File: config.mk
export PLATFORM = sky130hd
export DESIGN_NAME = reference_positioning_control
export DESIGN_NICKNAME = d
export VERILOG_FILES = /design/src/ref_pos_pkg.sv /design/src/reference_positioning_control.sv /design/src/edge_sync.sv
export SDC_FILE = /design/constraint.sdc
export NUM_CORES = 2
export LEC_CHECK = 0
export BUFFER_PORTS_ARGS = -buffer_cell sky130_fd_sc_hd__buf_2
export CORE_MARGIN = 3
export CORE_UTILIZATION = 60
export CTS_CLUSTER_SIZE = 14
export DETAILED_ROUTE_END_ITERATION = 7
export PLACE_DENSITY_LB_ADDON = 0.2
export SLEW_MARGIN = 30
export SYNTH_ARGS = -nofsm -noshare
export SYNTH_HDL_FRONTEND = slang
export SYNTH_SLANG_ARGS = --single-unit
File: constraint.sdc
create_clock -name sys_clk -period 15.9 [get_ports sys_clk]
set_input_delay 1.59 -clock sys_clk [delete_from_list [all_inputs] [get_ports sys_clk]]
set_output_delay 1.59 -clock sys_clk [all_outputs]
set_load 0.01 [all_outputs]
File: src/ref_pos_pkg.sv
// Constants, types and register map of the reference positioning block
package ref_pos_pkg;

    // Clock and time base
    localparam int unsigned CLK_FREQ_HZ = 200_000_000;
    localparam int unsigned TICK_US = 10;
    localparam int unsigned TICK_CYCLES = CLK_FREQ_HZ / 1_000_000 * TICK_US;
    localparam int unsigned MS_US = 1000;
    localparam int unsigned MS_TICKS = MS_US / TICK_US;

    // Register byte offsets
    localparam logic [7:0] CTRL_OFS = 8'h00;
    localparam logic [7:0] DIST_OFS = 8'h04;
    localparam logic [7:0] SIGCORR_OFS = 8'h08;
    localparam logic [7:0] LOADCORR_OFS = 8'h0C;
    localparam logic [7:0] WAIT_OFS = 8'h10;
    localparam logic [7:0] DECEL_OFS = 8'h14;
    localparam logic [7:0] POLES_OFS = 8'h18;
    localparam logic [7:0] STATUS_OFS = 8'h1C;
    localparam logic [7:0] REVS_OFS = 8'h20;

    // Control register fields
    localparam int unsigned CTRL_EN_BIT = 0;
    localparam int unsigned CTRL_ACT_LSB = 4;
    localparam int unsigned CTRL_SRC_LSB = 8;

    // Reset values
    localparam logic [7:0] SRC_RST = 8'h00;
    localparam logic [29:0] DIST_RST = 30'h00000000;
    localparam logic [15:0] SIGCORR_RST = 16'h0000;
    localparam logic [15:0] LOADCORR_RST = 16'h0000;
    localparam logic [21:0] WAIT_RST = 22'h000000;
    localparam logic [15:0] DECEL_RST = 16'h0005;
    localparam logic [3:0] POLES_RST = 4'h2;

    // Limits and scale factors
    localparam logic [29:0] DIST_MAX = 30'h3B9ACA00;
    localparam logic [21:0] WAIT_MAX = 22'h36EE80;
    localparam logic [17:0] REV_STEP_UNIT = 18'h02710;
    localparam logic [23:0] DEC_UNIT = 24'h0003E8;
    localparam logic [63:0] BRAKE_SCALE = 64'h0000000000000014;

    // Reference source codes
    localparam logic [7:0] SRC_IN2_NEG = 8'h02;
    localparam logic [7:0] SRC_IN3_NEG = 8'h03;
    localparam logic [7:0] SRC_IN6_NEG = 8'h06;
    localparam logic [7:0] SRC_IN2_POS = 8'h0C;
    localparam logic [7:0] SRC_IN3_POS = 8'h0D;
    localparam logic [7:0] SRC_IN6_POS = 8'h10;
    localparam logic [7:0] SRC_IN2_BOTH = 8'h16;
    localparam logic [7:0] SRC_IN3_BOTH = 8'h17;
    localparam logic [7:0] SRC_IN6_BOTH = 8'h1A;

    typedef enum logic [2:0] {
        ACT_END = 3'h0,
        ACT_WAIT_EDGE = 3'h1,
        ACT_REV_EDGE = 3'h2,
        ACT_OFF = 3'h3,
        ACT_WAIT_TIME = 3'h4,
        ACT_REV_TIME = 3'h5
    } action_t;

    typedef enum logic [2:0] {
        ST_IDLE = 3'b000,
        ST_DELAY = 3'b001,
        ST_TRAVEL = 3'b011,
        ST_DECEL = 3'b010,
        ST_PARK = 3'b110,
        ST_STOP = 3'b111
    } state_t;

    typedef struct packed {
        logic psel;
        logic penable;
        logic pwrite;
        logic [7:0] paddr;
        logic [31:0] pwdata;
    } apb_req_t;

    typedef struct packed {
        logic pready;
        logic pslverr;
        logic [31:0] prdata;
    } apb_rsp_t;

endpackage : ref_pos_pkg

File: src/reference_positioning_control.sv
// Reference positioning controller with APB register slave
//
// Operation
// - Negative-edge source on input two, three or six starts on falling edge.
// - Positive-edge source starts positioning on rising edge of selected input.
// - Both-edge source starts positioning on any edge of selected input.
// - Distance zero stops the drive immediately at the reference event.
// - Distance in thousandths of a revolution, zero to one million revolutions, default 0.
// - Position is revolutions accumulated since the reference event.
// - Braking distance never shorter than f squared over 2*a*p.
// - Signed signal correction shifts the reference instant, default zero.
// - Signed load correction lengthens or shortens distance, default zero.
// - Action one holds until next edge, restarts in same direction.
// - Action two holds until next edge, restarts in opposite direction.
// - Action three stops the drive and switches the power stage off.
// - Action four holds for waiting time, restarts in same direction.
// - Action five holds for waiting time, restarts in opposite direction.
// - Reference during a ramp freezes output frequency at its value then.
// - Frequency held constant until braking point; distance independent of f.
// - Counted revolutions since the reference are readable.
// - Positioning only when the positioning mode is enabled.
`timescale 1ns/1ps
`default_nettype none
module reference_positioning_control #(
    parameter int unsigned TICK_CYCLES = ref_pos_pkg::TICK_CYCLES,
    parameter int unsigned MS_TICKS = ref_pos_pkg::MS_TICKS
) (
    input wire logic sys_clk,
    input wire logic rst,
    input wire logic digital_input_two,
    input wire logic digital_input_three,
    input wire logic digital_input_six,
    input wire logic [15:0] drive_freq,
    input wire ref_pos_pkg::apb_req_t apb_req,
    output var ref_pos_pkg::apb_rsp_t apb_rsp_q,
    output logic [15:0] freq_ref_q,
    output logic freq_own_q,
    output logic stop_q,
    output logic power_off_q,
    output logic reverse_q,
    output logic restart_q
);
    logic rise2, fall2, rise3, fall3, rise6, fall6, ref_edge;
    logic [15:0] tick_cnt_q;
    logic tick_q, ms_tick;
    logic [6:0] ms_cnt_q;
    logic en_q;
    ref_pos_pkg::action_t act_q;
    logic [7:0] src_q;
    logic [29:0] dist_q, rev_q;
    logic signed [15:0] corr_q, load_q;
    logic [21:0] wait_q, timer_q;
    logic [15:0] decel_q;
    logic [3:0] poles_q;
    ref_pos_pkg::state_t state_q;
    logic [39:0] rev_acc_q;
    logic [23:0] dec_acc_q;
    logic setup, access_done, wr_en, addr_hit, timed_act, rev_act;
    logic [31:0] rd_data;
    logic event_now, start_now, post_go, release_now, decel_due;
    logic signed [32:0] target_s;
    logic [31:0] remain;
    logic [63:0] brake_need, fsq;
    logic [17:0] rev_step;
    logic rev_sub, dec_sub;

    // Input synchronisers
    edge_sync u_sync_two (.sys_clk(sys_clk), .rst(rst),
        .pin_in(digital_input_two), .rise_q(rise2), .fall_q(fall2));
    edge_sync u_sync_three (.sys_clk(sys_clk), .rst(rst),
        .pin_in(digital_input_three), .rise_q(rise3), .fall_q(fall3));
    edge_sync u_sync_six (.sys_clk(sys_clk), .rst(rst),
        .pin_in(digital_input_six), .rise_q(rise6), .fall_q(fall6));

    // Unknown source codes never trigger
    always_comb begin
        case (src_q)
            ref_pos_pkg::SRC_IN2_NEG: ref_edge = fall2;
            ref_pos_pkg::SRC_IN3_NEG: ref_edge = fall3;
            ref_pos_pkg::SRC_IN6_NEG: ref_edge = fall6;
            ref_pos_pkg::SRC_IN2_POS: ref_edge = rise2;
            ref_pos_pkg::SRC_IN3_POS: ref_edge = rise3;
            ref_pos_pkg::SRC_IN6_POS: ref_edge = rise6;
            ref_pos_pkg::SRC_IN2_BOTH: ref_edge = rise2 | fall2;
            ref_pos_pkg::SRC_IN3_BOTH: ref_edge = rise3 | fall3;
            ref_pos_pkg::SRC_IN6_BOTH: ref_edge = rise6 | fall6;
            default: ref_edge = 1'b0;
        endcase
    end

    // 10 us time base and 1 ms sub-divider
    always_ff @(posedge sys_clk or posedge rst) begin
        if (rst) begin
            tick_cnt_q <= 16'h0000;
            tick_q <= 1'b0;
        end else if (post_go || tick_cnt_q == 16'(TICK_CYCLES - 1)) begin
            // Restart at park entry so a wait lasts its full length
            tick_cnt_q <= 16'h0000;
            tick_q <= !post_go;
        end else begin
            tick_cnt_q <= tick_cnt_q + 16'h0001;
            tick_q <= 1'b0;
        end
    end
    always_ff @(posedge sys_clk or posedge rst) begin
        if (rst) begin
            ms_cnt_q <= 7'h00;
        end else if (tick_q || post_go) begin
            ms_cnt_q <= ms_tick || post_go ? 7'h00 : ms_cnt_q + 7'h01;
        end
    end
    assign ms_tick = tick_q && ms_cnt_q == 7'(MS_TICKS - 1);

    // APB slave: one wait-free access phase, answer registered at setup
    assign setup = apb_req.psel && !apb_req.penable;
    assign access_done = apb_req.psel && apb_req.penable && apb_rsp_q.pready;
    assign addr_hit = apb_req.paddr <= ref_pos_pkg::REVS_OFS
        && apb_req.paddr[1:0] == 2'h0;
    assign wr_en = access_done && apb_req.pwrite && !apb_rsp_q.pslverr;

    always_comb begin
        rd_data = 32'h00000000;
        case (apb_req.paddr)
            ref_pos_pkg::CTRL_OFS: rd_data = {16'h0000, src_q, 1'b0, act_q,
                3'h0, en_q};
            ref_pos_pkg::DIST_OFS: rd_data = {2'h0, dist_q};
            ref_pos_pkg::SIGCORR_OFS: rd_data = {16'h0000, corr_q};
            ref_pos_pkg::LOADCORR_OFS: rd_data = {16'h0000, load_q};
            ref_pos_pkg::WAIT_OFS: rd_data = {10'h000, wait_q};
            ref_pos_pkg::DECEL_OFS: rd_data = {16'h0000, decel_q};
            ref_pos_pkg::POLES_OFS: rd_data = {28'h0000000, poles_q};
            ref_pos_pkg::STATUS_OFS: rd_data = {24'h000000, power_off_q,
                stop_q, freq_own_q, reverse_q, 1'b0, state_q};
            ref_pos_pkg::REVS_OFS: rd_data = {2'h0, rev_q};
            default: rd_data = 32'h00000000;
        endcase
    end

    always_ff @(posedge sys_clk or posedge rst) begin
        if (rst) begin
            apb_rsp_q <= '0;
        end else begin
            apb_rsp_q.pready <= setup;
            if (setup) begin
                apb_rsp_q.pslverr <= !addr_hit;
                apb_rsp_q.prdata <= rd_data;
            end
        end
    end

    always_ff @(posedge sys_clk or posedge rst) begin
        if (rst) begin
            en_q <= 1'b0;
            act_q <= ref_pos_pkg::ACT_END;
            src_q <= ref_pos_pkg::SRC_RST;
            dist_q <= ref_pos_pkg::DIST_RST;
            corr_q <= ref_pos_pkg::SIGCORR_RST;
            load_q <= ref_pos_pkg::LOADCORR_RST;
            wait_q <= ref_pos_pkg::WAIT_RST;
            decel_q <= ref_pos_pkg::DECEL_RST;
            poles_q <= ref_pos_pkg::POLES_RST;
        end else if (wr_en) begin
            case (apb_req.paddr)
                ref_pos_pkg::CTRL_OFS: begin
                    en_q <= apb_req.pwdata[ref_pos_pkg::CTRL_EN_BIT];
                    // Codes 6 and 7 fall back to plain end of positioning
                    act_q <= apb_req.pwdata[ref_pos_pkg::CTRL_ACT_LSB +: 3] > 3'h5
                        ? ref_pos_pkg::ACT_END
                        : ref_pos_pkg::action_t'(
                            apb_req.pwdata[ref_pos_pkg::CTRL_ACT_LSB +: 3]);
                    src_q <= apb_req.pwdata[ref_pos_pkg::CTRL_SRC_LSB +: 8];
                end
                ref_pos_pkg::DIST_OFS: dist_q <= apb_req.pwdata[29:0] >
                    ref_pos_pkg::DIST_MAX ? ref_pos_pkg::DIST_MAX
                    : apb_req.pwdata[29:0];
                ref_pos_pkg::SIGCORR_OFS: corr_q <= apb_req.pwdata[15:0];
                ref_pos_pkg::LOADCORR_OFS: load_q <= apb_req.pwdata[15:0];
                ref_pos_pkg::WAIT_OFS: wait_q <= apb_req.pwdata[21:0] >
                    ref_pos_pkg::WAIT_MAX ? ref_pos_pkg::WAIT_MAX
                    : apb_req.pwdata[21:0];
                ref_pos_pkg::DECEL_OFS: decel_q <= apb_req.pwdata[15:0] == 16'h0000
                    ? 16'h0001 : apb_req.pwdata[15:0];
                ref_pos_pkg::POLES_OFS: poles_q <= apb_req.pwdata[3:0] == 4'h0
                    ? 4'h1 : apb_req.pwdata[3:0];
                default: ;
            endcase
        end
    end

    // Sequencing terms
    assign timed_act = act_q == ref_pos_pkg::ACT_WAIT_TIME
        || act_q == ref_pos_pkg::ACT_REV_TIME;
    assign rev_act = act_q == ref_pos_pkg::ACT_REV_EDGE
        || act_q == ref_pos_pkg::ACT_REV_TIME;
    assign event_now = state_q == ref_pos_pkg::ST_IDLE && en_q && ref_edge;
    assign start_now = (event_now && !corr_q[15])
        || (state_q == ref_pos_pkg::ST_DELAY && timer_q == 22'h000000);
    assign post_go = (start_now && dist_q == 30'h00000000)
        || (state_q == ref_pos_pkg::ST_DECEL && freq_ref_q == 16'h0000);
    assign release_now = state_q == ref_pos_pkg::ST_PARK && (timed_act
        ? timer_q == 22'h000000 : ref_edge);

    // Effective target includes load correction, clamped at zero
    assign target_s = $signed({3'b000, dist_q})
        + $signed({{17{load_q[15]}}, load_q});
    assign remain = target_s[32] || target_s[31:0] <= {2'h0, rev_q}
        ? 32'h00000000 : target_s[31:0] - {2'h0, rev_q};
    // Braking point: remaining * 20 * a * p <= f^2 (mrev, 0.01 Hz, Hz/s)
    assign brake_need = {32'h00000000, remain} * {48'h000000000000, decel_q}
        * {60'h000000000000000, poles_q} * ref_pos_pkg::BRAKE_SCALE;
    assign fsq = {32'h00000000, 32'(freq_ref_q) * 32'(freq_ref_q)};
    assign decel_due = remain == 32'h00000000 || brake_need <= fsq;

    always_ff @(posedge sys_clk or posedge rst) begin
        if (rst) begin
            state_q <= ref_pos_pkg::ST_IDLE;
            timer_q <= 22'h000000;
        end else if (!en_q) begin
            state_q <= ref_pos_pkg::ST_IDLE;
            timer_q <= 22'h000000;
        end else if (post_go) begin
            // Actions zero and three end here, others park the drive
            state_q <= act_q == ref_pos_pkg::ACT_END
                || act_q == ref_pos_pkg::ACT_OFF
                ? ref_pos_pkg::ST_STOP : ref_pos_pkg::ST_PARK;
            timer_q <= wait_q;
        end else if (start_now) begin
            state_q <= ref_pos_pkg::ST_TRAVEL;
        end else begin
            unique case (state_q)
                ref_pos_pkg::ST_IDLE: if (event_now) begin
                    state_q <= ref_pos_pkg::ST_DELAY;
                    timer_q <= 22'(16'(-corr_q));
                end
                ref_pos_pkg::ST_DELAY: if (tick_q) begin
                    timer_q <= timer_q - 22'h000001;
                end
                ref_pos_pkg::ST_TRAVEL: if (decel_due) begin
                    state_q <= ref_pos_pkg::ST_DECEL;
                end
                ref_pos_pkg::ST_DECEL: ;
                ref_pos_pkg::ST_PARK: begin
                    if (release_now) begin
                        state_q <= ref_pos_pkg::ST_IDLE;
                    end else if (ms_tick && timer_q != 22'h000000) begin
                        timer_q <= timer_q - 22'h000001;
                    end
                end
                ref_pos_pkg::ST_STOP: ;
            endcase
        end
    end

    // Frequency: tracks the drive while idle, frozen at the event
    assign dec_sub = dec_acc_q >= ref_pos_pkg::DEC_UNIT;
    always_ff @(posedge sys_clk or posedge rst) begin
        if (rst) begin
            freq_ref_q <= 16'h0000;
            dec_acc_q <= 24'h000000;
        end else begin
            unique case (state_q)
                ref_pos_pkg::ST_IDLE: begin
                    freq_ref_q <= drive_freq;
                    dec_acc_q <= 24'h000000;
                end
                ref_pos_pkg::ST_DELAY, ref_pos_pkg::ST_TRAVEL: ;
                ref_pos_pkg::ST_DECEL: begin
                    dec_acc_q <= dec_acc_q + (tick_q ? {8'h00, decel_q} : 24'h000000)
                        - (dec_sub ? ref_pos_pkg::DEC_UNIT : 24'h000000);
                    if (dec_sub && freq_ref_q != 16'h0000) begin
                        freq_ref_q <= freq_ref_q - 16'h0001;
                    end
                end
                ref_pos_pkg::ST_PARK, ref_pos_pkg::ST_STOP: freq_ref_q <= 16'h0000;
            endcase
            if (post_go) begin
                freq_ref_q <= 16'h0000;
            end
        end
    end

    // Revolutions in mrev from integrated frequency; one step per clock
    assign rev_step = ref_pos_pkg::REV_STEP_UNIT * {14'h0000, poles_q};
    assign rev_sub = rev_acc_q >= {22'h000000, rev_step};
    always_ff @(posedge sys_clk or posedge rst) begin
        if (rst) begin
            rev_q <= 30'h00000000;
            rev_acc_q <= 40'h0000000000;
        end else if (start_now) begin
            rev_q <= 30'h00000000;
            // Positive correction credits distance run before the event
            rev_acc_q <= corr_q[15] ? 40'h0000000000
                : 40'(freq_ref_q) * {25'h0000000, corr_q[14:0]};
        end else begin
            rev_acc_q <= rev_acc_q + (tick_q ? 40'(freq_ref_q) : 40'h0000000000)
                - (rev_sub ? {22'h000000, rev_step} : 40'h0000000000);
            if (rev_sub) begin
                rev_q <= rev_q + 30'h00000001;
            end
        end
    end

    // Drive-stage controls
    always_ff @(posedge sys_clk or posedge rst) begin
        if (rst) begin
            freq_own_q <= 1'b0;
            stop_q <= 1'b0;
            power_off_q <= 1'b0;
            reverse_q <= 1'b0;
            restart_q <= 1'b0;
        end else begin
            freq_own_q <= state_q != ref_pos_pkg::ST_IDLE;
            stop_q <= state_q == ref_pos_pkg::ST_PARK
                || state_q == ref_pos_pkg::ST_STOP;
            power_off_q <= state_q == ref_pos_pkg::ST_STOP
                && act_q == ref_pos_pkg::ACT_OFF;
            restart_q <= release_now && en_q;
            if (release_now && en_q && rev_act) begin
                reverse_q <= !reverse_q;
            end
        end
    end
endmodule : reference_positioning_control
`default_nettype wire

File: src/edge_sync.sv
// Three-stage input synchroniser with qualified edge pulses
`timescale 1ns/1ps
`default_nettype none
module edge_sync (
    input wire logic sys_clk,
    input wire logic rst,
    input wire logic pin_in,
    output logic rise_q,
    output logic fall_q
);
    logic [2:0] sync_q;
    logic level_q;
    logic known_q;

    always_ff @(posedge sys_clk or posedge rst) begin
        if (rst) begin
            sync_q <= 3'h0;
            level_q <= 1'b0;
            known_q <= 1'b0;
            rise_q <= 1'b0;
            fall_q <= 1'b0;
        end else begin
            sync_q <= {sync_q[1:0], pin_in};
            rise_q <= 1'b0;
            fall_q <= 1'b0;
            // Second and third stage must agree before a change counts
            if (sync_q[1] == sync_q[2]) begin
                known_q <= 1'b1;
                level_q <= sync_q[2];
                // First valid level after reset is not an edge
                if (known_q && sync_q[2] != level_q) begin
                    rise_q <= sync_q[2];
                    fall_q <= !sync_q[2];
                end
            end
        end
    end
endmodule : edge_sync
`default_nettype wire

==> impl_metrics.csv <==
group,metric,value,unit
status,outcome,"finished with violations",
status,violations,"negative setup slack",
timing,relSlewSlack,30.9,%
setup_path,cp.arrival,17.62,ns
routing,drtAntennaViolNets,0,
grt,grt_max_degree,158,
yosys,seq_area_frac_synth,13.0,%
yosys,yosysWarningCount,0,
power_and_ir_drop,ir_worst_vdd,251,µV
routing,vias_per_cell,5.86,
yosys,synth_top_cell_area_share,27.4,%
final_layout,final_net_count,9839,
timing,finalHoldViolations,0,
yosys,synth_top_area_cell,"fa_1",
clock_tree,clkTransAtPathRegs,0.06,ns
yosys,syn-cell-area,0.0641,mm²
clock_tree,clock_latency,0.56,ns
timing,fin_ws,-1.29,ns
setup_path,slowest_stage,"fa_1",
placement,dp_hpwl,149,mm
yosys,yosysUniqueCellTypes,93,
die,die_y,333,µm
clock_tree,cts_sinks,333,
grt,antenna_found_initial,9,
setup_path,critPathMaxFanout,8,
placement,io_buffers,114,
grt,grt-ovfl-total,0,
power_and_ir_drop,cellPowerDensity,79.5,mW/mm²
yosys,synth_edf_count,0,
clock_tree,numCtsBuffers,34,
grt,grt_pass1_wl,303,mm
routing,first_pass_iters,8,
setup_path,slowest_delay,0.55,ns
flow_run,drv_cap,0,
yosys,synth_area_per_cell,8.55,µm²
yosys,synthTopCellsByArea,"fa_1 27%, ha_1 14%, dfrtp_1 13%",
setup_path,critPathCaptureType,"register",
yosys,async_flop_share,100,%
setup_path,crit_required,16.33,ns
die,ioPinCount,119,
routing,drc_errors,0,
die,core,0.106,mm²
clock_tree,cts-htree-levels,2,
clock_tree,cts_buffer_depth,3,
timing,max_slew.worst_pin.slew,1.03,ns
yosys,synth_most_common_cell,"inv_1",
routing,drt_wl_total,188,mm
setup_path,critPathTopFamily,"compound AO/OA/AOI/OAI gates",
clock_tree,hold_buffers,0,
setup_path,path_common_cell,"buf_4",
timing,timing.final.max_slew_violations,0,
final_layout,seq_area,0.00834,mm²
placement,gp_congestion,0.957,
clock_tree,root_buffer,"clkbuf_16",
final_layout,drive_gt1_share,17.4,%
die,dieWidth,333,µm
routing,wl_per_cell,19.5,µm
clock_tree,cts_tree,"yes",
timing,tns,-1.29,ns
timing,layout_min_cycle_time,17.19,ns
yosys,syn_inst,7491,
final_layout,multiInputGateArea,0.0518,mm²
die,initial_utilization,60.7,%
yosys,synth-seq-cells,333,
routing,drt_iter0_drc,4811,
placement,dp_slack,-1.83,ns
final_layout,fill_cells,8213,
timing,rsz0062_at_grt,"yes",
grt,grt_usage,33.7,%
yosys,synth_common_cells,"1133 x inv_1, 987 x nand2_1, 878 x fa_1",
min_path,hold_class,"reg -> reg",
timing,finalClockSkew,0.0261,ns
timing,setup_viol,1,
timing,fmax,58.2,MHz
die,rows,119,
power_and_ir_drop,p_leak,39.0,nW
routing,num_vias,56400,
setup_path,worst-setup-path-type,"reg -> reg",
final_layout,area_growth,16.7,%
grt,grt_pass1_vias,58500,
timing,period_share,108,%
die,die-area,0.111,mm²
setup_path,start_kind,"register",
yosys,ys.flop_type,"dfrtp_1",
setup_path,critical_path_buf_inv_count,18,
[placed cells by master (no fill, tap or decap), types with 51 or more instances in the layout]
master	count
and3_1	51
fa_1	872
ha_1	655
a21o_1	166
inv_1	1131
xor2_1	128
and2_1	412
buf_4	873
mux2_2	70
nor3_1	89
nand2b_1	68
dfrtp_1	325
nor2b_1	51
xnor2_1	198
nand3_1	101
nand4_1	65
buf_2	114
a21oi_1	293
nor2_1	359
nand2_1	974
o21ai_0	208
[path summary, 6_finish.rpt]
| path | end | cells past startpoint | slack, ns | from |
|---|---|---|---|---|
| worst max-delay path | state_q[0]$_DFFE_PP0P_ | 80 | -1.29 | dist_q[1]$_DFFE_PP0P_ |
| worst min-delay path | u_sync_six.sync_q[1]$_DFF_PP0_ | 0 | 0.35 | u_sync_six.sync_q[0]$_DFF_PP0_ |
| worst max register to register | state_q[0]$_DFFE_PP0P_ | 80 | -1.29 | dist_q[1]$_DFFE_PP0P_ |
| worst min register to register | u_sync_six.sync_q[1]$_DFF_PP0_ | 0 | 0.35 | u_sync_six.sync_q[0]$_DFF_PP0_ |
| max in group asynchronous | poles_q[3]$_DFFE_PP0P_ | 4 | 12.77 | rst |
| min in group asynchronous | timer_q[7]$_DFFE_PP0P_ | 2 | 1.13 | rst |
[per-stage QoR]
stage                     instance area [µm²]  utilization (%)  hold WS, ns  cells  total power [W]
final                                   74800             70.8        0.350   9624          0.00594
after global placement                  72200             68.4        0.335   9520          0.00491
after floorplan                         64700                -        0.331   7492          0.00381
after global routing                    74800             70.8        0.362   9621          0.00647
after CTS                               73400             69.6        0.355   9581          0.00586
after detailed placement                72200             68.4        0.338   9520          0.00503
[power by group]
| group | internal (W) | total [W] | switching, W |
|---|---|---|---|
| Combinational | 0.00178 | 0.00416 | 0.00238 |
| Sequential | 0.000930 | 0.000981 | 0.0000506 |
| Clock | 0.000443 | 0.000805 | 0.000363 |
[cells by family after synthesis]
group / Yosys count / synth area share, %
buf+inv: 1472 / 8.64
compound gates: 1260 / 12.9
other cells: 1 / 0.00585
simple gates: 2404 / 18.0
flops: 333 / 13.0
fa+ha+maj: 1575 / 41.0
mux: 93 / 1.60
xor+xnor: 353 / 4.82
[repair_timing]
| item | CTS | global route |
|---|---|---|
| endpoints found under the setup margin | 1 | 1 |
| hold endpoints to repair | 0 | 0 |
| gates resized for setup | 32 | 197 |
| pin swaps | 10 | 142 |
| buffers inserted | 1 | 37 |
| gates cloned | 0 | 1 |
[per-layer routing]
layer	track usage [%]	up-vias	wire (µm)
met5	0.723	-	297
met4	14.3	12	9190
met3	6.15	517	16400
met2	55.2	2446	86700
met1	44.2	27600	75500
li1	-	25800	-
[state kept, by name, summed over array words and instances, names as in the netlist, 3 cells and up]
register             cells
act_q                    3
apb_rsp_q               32
corr_q                  16
dec_acc_q               24
decel_q                 16
dist_q                  30
freq_ref_q              16
load_q                  16
ms_cnt_q                 7
poles_q                  4
rev_acc_q               40
rev_q                   30
src_q                    8
state_q                  3
tick_cnt_q              16
timer_q                 22
u_sync_six.sync_q        3
u_sync_three.sync_q      3
u_sync_two.sync_q        3
wait_q                  22
[area by class of cell]
type | count | share of cell area [%]
timing repair buffer | 1006 | 9.97
sequential | 333 | 11.2
antenna | 6 | 0.0201
clock inverter | 14 | 0.169
inverter | 1141 | 5.74
tap | 1391 | 2.33
clock buffer | 46 | 1.28
multi-input combinational | 5687 | 69.3
[worst register-to-register path, delay by kind of cell, from the launching register on]
family          cells  cell delay [ns]
compound gates     36             6.59
xor+xnor            3             0.66
fa+ha+maj          14             5.54
buf+inv            18             2.14
flops               1             0.39
simple gates        9             1.74
Power figures use the tool's default switching activity.
